--- src/logic/tbdo_pkg.sv ---
// package with register map, field layout and divider tap tables of the tick timer block
package tbdo_pkg;

	// apb byte address width in bits
	localparam int ADDR_W = 12;
	localparam int DATA_W = 32;

	// register indices, byte address is four times the index
	localparam logic [7:0] CTRL_IDX = 8'h36; // time_base_control
	localparam logic [7:0] STAT_IDX = 8'h37; // event status, write one to clear
	localparam logic [7:0] MASK_IDX = 8'h38; // event mask
	localparam logic [7:0] VIEW_IDX = 8'h39; // live divider view, read only
	localparam logic [ADDR_W-1:0] CTRL_ADDR = {2'h0, CTRL_IDX, 2'h0};
	localparam logic [ADDR_W-1:0] STAT_ADDR = {2'h0, STAT_IDX, 2'h0};
	localparam logic [ADDR_W-1:0] MASK_ADDR = {2'h0, MASK_IDX, 2'h0};
	localparam logic [ADDR_W-1:0] VIEW_ADDR = {2'h0, VIEW_IDX, 2'h0};

	// field positions of time_base_control
	localparam int BUZ_EN_POS = 7;
	localparam int BUZ_RATE_POS = 5;
	localparam int PRE_SRC_POS = 4;
	localparam int TICK_EN_POS = 3;
	localparam int TICK_RATE_POS = 0;

	// values after reset
	localparam logic [7:0] CTRL_RESET = 8'h00;
	localparam logic [7:0] STAT_RESET = 8'h00;
	localparam logic [7:0] MASK_RESET = 8'h00;

	// status and mask bit of the tick event
	localparam int TICK_EVT_POS = 0;

	// divider chain lengths
	localparam int HF_DIV_W = 23;
	localparam int LF_DIV_W = 15;

	// divide ratios as powers of two, indexed by the rate code
	localparam logic [4:0] HF_TICK_EXP [8] = '{5'h17, 5'h15, 5'h10, 5'h0E,
		5'h0D, 5'h0C, 5'h0B, 5'h09};
	localparam logic [4:0] LF_TICK_EXP [8] = '{5'h0F, 5'h0D, 5'h08, 5'h06,
		5'h05, 5'h04, 5'h03, 5'h01};
	localparam logic [4:0] HF_BUZ_EXP [4] = '{5'h0D, 5'h0C, 5'h0B, 5'h0A};
	localparam logic [4:0] LF_BUZ_EXP [4] = '{5'h05, 5'h04, 5'h03, 5'h02};

	// operating modes of the surrounding chip
	typedef enum logic [1:0] {
		MODE_FULL_RUN,
		MODE_FULL_HALT,
		MODE_LOW_RUN,
		MODE_LOW_HALT
	} tbdo_mode_t;

	// time_base_control layout
	typedef struct packed {
		logic buzzer_output_enable;
		logic [1:0] buzzer_rate_select;
		logic prescaler_source_select;
		logic tick_enable;
		logic [2:0] tick_rate_select;
	} tbdo_ctrl_t;

	// apb request as seen by the slave
	typedef struct packed {
		logic sel;
		logic enable;
		logic write;
		logic [ADDR_W-1:0] addr;
		logic [DATA_W-1:0] wdata;
	} tbdo_apb_req_t;

endpackage : tbdo_pkg

--- src/logic/tbdo_top.sv ---
// tick timer with periodic interrupt and buzzer square wave behind an apb slave
`timescale 1ns/100ps
module tbdo_top (
	input wire logic CLOCK, // 250 MHz system clock
	input wire logic RST, // synchronous reset, active high
	input wire logic HF_TICK, // one-cycle pulse per high_freq_clock period
	input wire logic LF_TICK, // one-cycle pulse per low_freq_clock period
	input wire tbdo_pkg::tbdo_mode_t MODE, // operating mode of the chip
	input wire logic PSEL, // apb select
	input wire logic PENABLE, // apb access phase
	input wire logic PWRITE, // apb direction, high for write
	input wire logic [tbdo_pkg::ADDR_W-1:0] PADDR, // apb byte address
	input wire logic [tbdo_pkg::DATA_W-1:0] PWDATA, // apb write data
	input wire logic [3:0] PSTRB, // apb byte strobes
	output logic [tbdo_pkg::DATA_W-1:0] PRDATA, // apb read data
	output logic PREADY, // apb ready
	output logic PSLVERR, // apb error on unmapped address
	output logic TICK_REQ, // tick_interrupt_request, one-cycle pulse
	output logic IRQ, // level interrupt, unmasked status pending
	output logic BUZZER_N // buzzer_output_pin, active low
);

	// bundled bus request
	tbdo_pkg::tbdo_apb_req_t req;

	// architectural state
	tbdo_pkg::tbdo_ctrl_t ctrl; // time_base_control
	logic [7:0] status; // sticky events
	logic [7:0] mask; // event mask

	// divider chains
	logic [tbdo_pkg::HF_DIV_W-1:0] hf_count; // full-speed chain
	logic [tbdo_pkg::LF_DIV_W-1:0] lf_count; // low-speed chain

	// tap selection
	logic use_lf; // low-frequency chain in use
	logic [4:0] tick_bit; // stage index of the tick tap
	logic [4:0] buz_bit; // stage index of the buzzer tap
	logic [tbdo_pkg::HF_DIV_W-1:0] sel_count; // chain feeding both taps
	logic sel_step; // step pulse of that chain
	logic tick_fall; // selected tick tap falls this cycle
	logic buz_level; // selected buzzer tap level

	// bus decode
	logic setup; // apb setup cycle seen by the slave
	logic access; // apb access completes this edge
	logic hit_ctrl; // address decodes to control
	logic hit_stat; // address decodes to status
	logic hit_mask; // address decodes to mask
	logic hit_view; // address decodes to divider view
	logic mapped; // any register hit
	logic lane0; // low byte strobe present

	// register write strobes
	logic wr_ctrl; // control write this edge
	logic wr_stat; // status clear this edge
	logic wr_mask; // mask write this edge

	// next values
	logic [7:0] next_status; // status after set and clear
	logic [tbdo_pkg::DATA_W-1:0] next_rdata; // read data for the access phase

	// does the byte address match one register word
	function automatic logic addr_is(
		input logic [tbdo_pkg::ADDR_W-1:0] addr,
		input logic [tbdo_pkg::ADDR_W-1:0] reg_addr
	);
		begin
			addr_is = (addr == reg_addr);
		end
	endfunction : addr_is

	// does stage idx of the chain fall on this step, all lower stages at one
	function automatic logic stage_falls(
		input logic [tbdo_pkg::HF_DIV_W-1:0] count,
		input logic [4:0] idx,
		input logic step
	);
		logic [tbdo_pkg::HF_DIV_W-1:0] m;
		begin
			m = {{(tbdo_pkg::HF_DIV_W-1){1'b0}}, 1'b1} << idx;
			m = m | (m - {{(tbdo_pkg::HF_DIV_W-1){1'b0}}, 1'b1});
			stage_falls = step && ((count & m) == m);
		end
	endfunction : stage_falls

	// pack the bus pins into one request
	assign req = '{sel: PSEL, enable: PENABLE, write: PWRITE, addr: PADDR, wdata: PWDATA};

	// full-speed divider, counts high_freq_clock periods
	tbdo_divider #(
		.WIDTH(tbdo_pkg::HF_DIV_W)
	) u_hf_div (
		.clock(CLOCK),
		.rst(RST),
		.step(HF_TICK),
		.count(hf_count)
	);

	// low-speed divider, counts low_freq_clock periods
	tbdo_divider #(
		.WIDTH(tbdo_pkg::LF_DIV_W)
	) u_lf_div (
		.clock(CLOCK),
		.rst(RST),
		.step(LF_TICK),
		.count(lf_count)
	);

	// chain choice: low-speed modes have no full-speed clock to divide
	always_comb begin
		use_lf = ctrl.prescaler_source_select;
		if (MODE == tbdo_pkg::MODE_LOW_RUN || MODE == tbdo_pkg::MODE_LOW_HALT) begin
			use_lf = 1'b1;
		end
	end

	// tap decode, stage k divides its source by 2^(k+1)
	always_comb begin
		if (use_lf) begin
			// only codes 000 and 001 are meaningful in low modes, others still tap the lf chain
			tick_bit = tbdo_pkg::LF_TICK_EXP[ctrl.tick_rate_select] - 5'h01;
			buz_bit = tbdo_pkg::LF_BUZ_EXP[ctrl.buzzer_rate_select] - 5'h01;
			sel_count = {{(tbdo_pkg::HF_DIV_W-tbdo_pkg::LF_DIV_W){1'b0}}, lf_count};
			sel_step = LF_TICK;
		end else begin
			// full-speed source in run or halt mode
			tick_bit = tbdo_pkg::HF_TICK_EXP[ctrl.tick_rate_select] - 5'h01;
			buz_bit = tbdo_pkg::HF_BUZ_EXP[ctrl.buzzer_rate_select] - 5'h01;
			sel_count = hf_count;
			sel_step = HF_TICK;
		end
	end

	// falling edge found from the carry, so a rate change never fakes an edge
	assign tick_fall = stage_falls(sel_count, tick_bit, sel_step);

	// buzzer tap is a plain divider stage, exactly half high and half low
	assign buz_level = sel_count[buz_bit];

	// bus phase decode
	assign setup = req.sel && !req.enable;
	assign access = req.sel && req.enable && PREADY;
	assign lane0 = PSTRB[0];

	// address decode, used for both reads and writes
	always_comb begin
		hit_ctrl = 1'b0;
		hit_stat = 1'b0;
		hit_mask = 1'b0;
		hit_view = 1'b0;
		if (addr_is(req.addr, tbdo_pkg::CTRL_ADDR)) begin
			hit_ctrl = 1'b1;
		end else if (addr_is(req.addr, tbdo_pkg::STAT_ADDR)) begin
			hit_stat = 1'b1;
		end else if (addr_is(req.addr, tbdo_pkg::MASK_ADDR)) begin
			hit_mask = 1'b1;
		end else if (addr_is(req.addr, tbdo_pkg::VIEW_ADDR)) begin
			hit_view = 1'b1;
		end
	end
	assign mapped = hit_ctrl || hit_stat || hit_mask || hit_view;

	// writes take effect only at the completing edge and need the low lane
	assign wr_ctrl = access && req.write && hit_ctrl && lane0;
	assign wr_stat = access && req.write && hit_stat && lane0;
	assign wr_mask = access && req.write && hit_mask && lane0;

	// read mux, upper bits read as zero
	always_comb begin
		next_rdata = '0;
		if (hit_ctrl) begin
			next_rdata[7:0] = ctrl;
		end else if (hit_stat) begin
			next_rdata[7:0] = status;
		end else if (hit_mask) begin
			next_rdata[7:0] = mask;
		end else if (hit_view) begin
			// live tap levels and chain choice, handy for software polling
			next_rdata[0] = sel_count[tick_bit];
			next_rdata[1] = buz_level;
			next_rdata[2] = use_lf;
		end
	end

	// ready rises for one cycle in the access phase, one wait-free answer
	always_ff @(posedge CLOCK) begin
		if (RST) begin
			PREADY <= 1'b0;
		end else begin
			PREADY <= setup;
		end
	end

	// read data and error captured in the setup cycle, held through access
	always_ff @(posedge CLOCK) begin
		if (RST) begin
			PRDATA <= '0;
			PSLVERR <= 1'b0;
		end else if (setup) begin
			PRDATA <= req.write ? '0 : next_rdata;
			PSLVERR <= !mapped;
		end else if (access) begin
			// drop data after the transfer so stale values do not linger
			PRDATA <= '0;
			PSLVERR <= 1'b0;
		end
	end

	// control register; rate fields are trusted to change only while disabled
	always_ff @(posedge CLOCK) begin
		if (RST) begin
			ctrl <= tbdo_pkg::CTRL_RESET;
		end else if (wr_ctrl) begin
			ctrl <= req.wdata[7:0];
		end
	end

	// mask register, same layout as status
	always_ff @(posedge CLOCK) begin
		if (RST) begin
			mask <= tbdo_pkg::MASK_RESET;
		end else if (wr_mask) begin
			mask <= req.wdata[7:0];
		end
	end

	// status: new event beats a clear written in the same cycle
	always_comb begin
		next_status = status;
		if (wr_stat) begin
			next_status = status & ~req.wdata[7:0];
		end
		if (ctrl.tick_enable && tick_fall) begin
			next_status[tbdo_pkg::TICK_EVT_POS] = 1'b1;
		end
	end

	// sticky status storage
	always_ff @(posedge CLOCK) begin
		if (RST) begin
			status <= tbdo_pkg::STAT_RESET;
		end else begin
			status <= next_status;
		end
	end

	// request pulse on every tap fall while enabled, chain never restarted
	always_ff @(posedge CLOCK) begin
		if (RST) begin
			TICK_REQ <= 1'b0;
		end else begin
			TICK_REQ <= ctrl.tick_enable && tick_fall;
		end
	end

	// level interrupt lags status by one cycle, traded for a clean flop output
	always_ff @(posedge CLOCK) begin
		if (RST) begin
			IRQ <= 1'b0;
		end else begin
			IRQ <= |(status & mask);
		end
	end

	// buzzer pin: inverted tap when on, parked high when off
	always_ff @(posedge CLOCK) begin
		if (RST) begin
			BUZZER_N <= 1'b1;
		end else if (ctrl.buzzer_output_enable) begin
			BUZZER_N <= ~buz_level;
		end else begin
			BUZZER_N <= 1'b1;
		end
	end

endmodule : tbdo_top

--- src/logic/tbdo_divider.sv ---
// free-running binary divider chain advanced by a one-cycle step pulse
`timescale 1ns/100ps
module tbdo_divider #(
	parameter int WIDTH = 8 // chain length
) (
	input wire logic clock, // system clock
	input wire logic rst, // synchronous reset, active high
	input wire logic step, // one-cycle enable, one source clock period
	output logic [WIDTH-1:0] count // divider stages, bit k is source over 2^(k+1)
);

	// only hardware reset clears the chain, software has no way to do so
	always_ff @(posedge clock) begin
		if (rst) begin
			count <= '0;
		end else if (step) begin
			count <= count + {{(WIDTH-1){1'b0}}, 1'b1};
		end
	end

endmodule : tbdo_divider

--- config.mk ---
export PLATFORM = sky130hd
export DESIGN_NAME = tbdo_top
export DESIGN_NICKNAME = d
export VERILOG_FILES = /design/src/logic/tbdo_pkg.sv /design/src/logic/tbdo_top.sv /design/src/logic/tbdo_divider.sv
export SDC_FILE = /design/constraint.sdc
export NUM_CORES = 1
export LEC_CHECK = 0
export ABC_CLOCK_PERIOD_IN_PS = 3800
export BUFFER_PORTS_ARGS = -buffer_cell sky130_fd_sc_hd__buf_2
export CORE_MARGIN = 2
export CORE_UTILIZATION = 37
export CTS_BUF_LIST = sky130_fd_sc_hd__clkbuf_16
export CTS_CLUSTER_SIZE = 14
export DETAILED_ROUTE_END_ITERATION = 8
export SYNTH_ARGS = -nofsm -noshare
export SYNTH_HDL_FRONTEND = slang
export SYNTH_HIERARCHICAL = 1
export SYNTH_SLANG_ARGS = --single-unit
--- constraint.sdc ---
create_clock -name CLOCK -period 3.8 [get_ports CLOCK]
set_input_delay 0.19 -clock CLOCK [delete_from_list [all_inputs] [get_ports CLOCK]]
set_output_delay 0.19 -clock CLOCK [all_outputs]
set_load 0.05 [all_outputs]
==> impl_results.md <==
* GRT Residual Overflow at 0
* Share of cells above drive strength 1 at ~16%
* Time the worst path needs with I/O delays and setup at between 3 and 4 ns
* Worst reg2reg path depth at 14
* Skew final at approximately 0.0071 ns
* Post-layout util at about two fifths
* CTS root buffer: clkbuf_16
* Critical-path maximum fanout at 9
* RSZ-0062 raised after global routing: false
* Peak VDD IR at 251 µV
* Vias at approximately 4900
* Routability-driven placement congestion ratio at slightly below 1
* Placed standard-cell area at approximately 0.0054 mm²
* Outcome: finished clean
* Core Area at approximately 0.014 mm²
* Final Max Tran Viols at 0
* Worst Tran Pin Value at 0.904 ns
* Rel. slew slack at between 30% and 40%
* Synth cell types at between 70 and 80
* Fmax at approximately 290 MHz
* Synthesis-to-layout area growth at 10.3%
* H-tree depth at 3
* Horiz. Die Dim at roughly 120 µm
* Worst-case clock buffer depth at 2
* Cts hold-fix bufs at 0
* Post-CTS setup buffers at 0
* Most common cell after layout, fill and taps aside: nor2_1
* Die H at approximately 120 µm
* Die ar. at between 0.01 and 0.015 mm²
* Mean post-synth cell area at about 8 µm²
* GRT Total Usage at 19.4%
* Lkg Pwr at around 2.1 nW
* Num Clock Sinks at between 70 and 80
* Hold path start: PWDATA[1]
* CP arrival at roughly 3.7 ns
* Final number of hold-violating endpoints at 0
* Ys Warns at 6
* Cts repair resizes at 0
* Largest net degree at the start of global routing at approximately 80
* Worst-path clk slew at 0.06 ns
* Reg-to-Reg Start: ctrl[1]$_SDFFE_PP0P_
* Number of synthesized flops with an enable pin at 0
* Post-route cell area at 0.00570 mm²
* Tcrit/Tclk final at between 90% and 100%
* Pwr/cell area at 312 mW/mm²
* Inst Count DP at ~830
* Number of max-cap violations at 0
* NumNets Final at approximately 740
* Starting Density at a little under two fifths
* DR pass1 iterations at 5
* DP HPWL at 10500 µm
* First-pass GRT wire length at roughly 23000 µm
* R2r endpoint: status[0]$_SDFFE_PP0P_
* Worst EP required at between 4 and 5 ns
* Setup tns final at 0 ns
* DRC violation count after routing at 0
* Initial drt markers at 446
* Drt total wl at between 10000 and 15000 µm
* Startpoint type of the worst setup path: flip-flop
* Overall power at ~0.0018 W
* Initial antenna violation count at 0
* PortBufs at around 40
* I/O pins at 94
* Most frequent cells in the layout: nor2_1, dfxtp_1, a21oi_1, nand2_1, buf_2
* Worst Setup End Kind: flip-flop
* Hold Path End: status[1]$_SDFFE_PP0P_
* Hold Path Class: in -> reg
* Diode count at 0
* Routed WL per cell at around 17 µm
* Register-to-register setup slack at 0.32 ns
* Setup CP Type: reg -> reg
* Synth Instances at 635
* CTS tree: done
* Synth Flop Type: dfxtp_1
* Asr flop ratio synth at 0%
* Final setup viols at 0
* Vias/cell at around 5.7
* Vias in the first global route at 4500
* Skew-Pair Late Insertion Delay at 0.33 ns
* Synth Cell Area at just over 0.005 mm²
* Total CTS buffers at 9
* Hold path depth at 2
* Number of cells in the finished layout apart from fillers at 850
* ANT nets after route at 0
* #FFs+latches synth at 75
* Sequential cell area fraction in the yosys report at just under 30%
* Site Rows at between 40 and 50
[routing by layer]
metal | vias to the layer above | global-route usage, % | routed length (µm)
met5 | - | 0 | 0
met4 | 0 | 7.40 | 399
met3 | 37 | 3.28 | 895
met2 | 188 | 30.7 | 6390
met1 | 2324 | 26.4 | 6490
li1 | 2329 | - | -
[power breakdown]
group / internal, W / leakage, nW / switching, W
Clock: 0.000500 / 0.144 / 0.000320
Sequential: 0.000792 / 0.606 / 0.0000105
Combinational: 0.0000388 / 1.34 / 0.000118
Total: 0.00133 / 2.09 / 0.000448
[cell families after synthesis]
kind of cell | count (synthesis) | share of synthesized area [%]
buf+inv | 77 | 8.46
other cells | 1 | 0.0726
fa+ha+maj | 14 | 3.39
xor+xnor | 16 | 2.71
compound gates | 150 | 18.2
flops | 75 | 29.1
simple gates | 244 | 24.4
mux | 58 | 13.7
[area by class of cell]
type / count / area [µm²]
clock buffer: 9 / 225
fill: 1396 / 8080
inverter: 22 / 86.3
sequential: 75 / 1500
clock inverter: 7 / 60.1
timing repair buffer: 51 / 280
tap: 180 / 225
multi-input combinational: 506 / 3320
[stage by stage]
stage	setup WS, ns	hold WS (ns)
after floorplan	0.380	0.278
after global placement	0.385	0.402
after detailed placement	0.309	0.406
after CTS	0.259	0.0478
after global routing	0.0756	0.0597
final	0.324	0.0561
[worst max-delay path by stage]
stage	start	to	slack, ns
2_1_floorplan	ctrl[1]$_SDFFE_PP0P_	status[0]$_SDFFE_PP0P_	0.38
3_3_place_gp	ctrl[1]$_SDFFE_PP0P_	status[0]$_SDFFE_PP0P_	0.38
3_5_place_dp	ctrl[1]$_SDFFE_PP0P_	status[0]$_SDFFE_PP0P_	0.31
4_1_cts	ctrl[1]$_SDFFE_PP0P_	status[0]$_SDFFE_PP0P_	0.26
5_1_grt	ctrl[0]$_SDFFE_PP0P_	status[0]$_SDFFE_PP0P_	0.08
6_report	ctrl[1]$_SDFFE_PP0P_	status[0]$_SDFFE_PP0P_	0.32
[flip-flops by register name (all words and copies together) (netlist names)]
| register | cells |
|---|---|
| u_hf_div/count | 23 |
| u_lf_div/count | 15 |
| PRDATA | 8 |
| ctrl | 8 |
| mask | 8 |
| status | 8 |
| BUZZER_N | 1 |
| IRQ | 1 |
| PREADY | 1 |
| PSLVERR | 1 |
| TICK_REQ | 1 |
[synth_stat cells, drive strengths merged (2+ instances only)]
| master | n | area (µm²) |
|---|---|---|
| xor2 | 6 | 52.6 |
| and4 | 2 | 17.5 |
| a21oi | 56 | 280 |
| o211ai | 4 | 30.0 |
| xnor2 | 10 | 87.6 |
| nand3 | 23 | 115 |
| nor2b | 11 | 68.8 |
| buf | 34 | 273 |
| a21o | 2 | 15.0 |
| inv | 21 | 78.8 |
| nand2b | 5 | 31.3 |
| or2 | 5 | 31.3 |
| nor2 | 83 | 312 |
| mux4 | 8 | 180 |
| mux2 | 9 | 105 |
| mux2i | 41 | 423 |
| nand3b | 3 | 22.5 |
| or3 | 13 | 85.1 |
| nand2 | 44 | 168 |
| a311oi | 3 | 26.3 |
| nor4 | 8 | 50.1 |
| or4 | 7 | 56.3 |
| a221o | 2 | 20.0 |
| a22oi | 11 | 82.6 |
| o21ai | 37 | 185 |
| o31ai | 6 | 45.0 |
| nand4 | 18 | 138 |
| ha | 14 | 175 |
| dfxtp | 75 | 1500 |
| and2 | 3 | 18.8 |
| clkbuf | 21 | 81.3 |
| nor3 | 9 | 61.3 |
| a211oi | 10 | 80.1 |
| and3 | 3 | 18.8 |
| o22ai | 5 | 31.3 |
| a32oi | 2 | 36.3 |
[critical path: stages, from the launching register on]
cell and delay, ns:
dfxtp_2 0.38, inv_1 0.05, ha_1 0.22, mux2i_4 0.16, inv_1 0.13, ha_1 0.26, ha_2 0.43, buf_4 0.21
o31ai_1 0.15, a21oi_1 0.16, nor2_1 0.06, or4_1 0.53, a2111oi_2 0.30, nand4_1 0.21, o21ai_1 0.16
No activity file was read; power rests on OpenSTA's default activity.
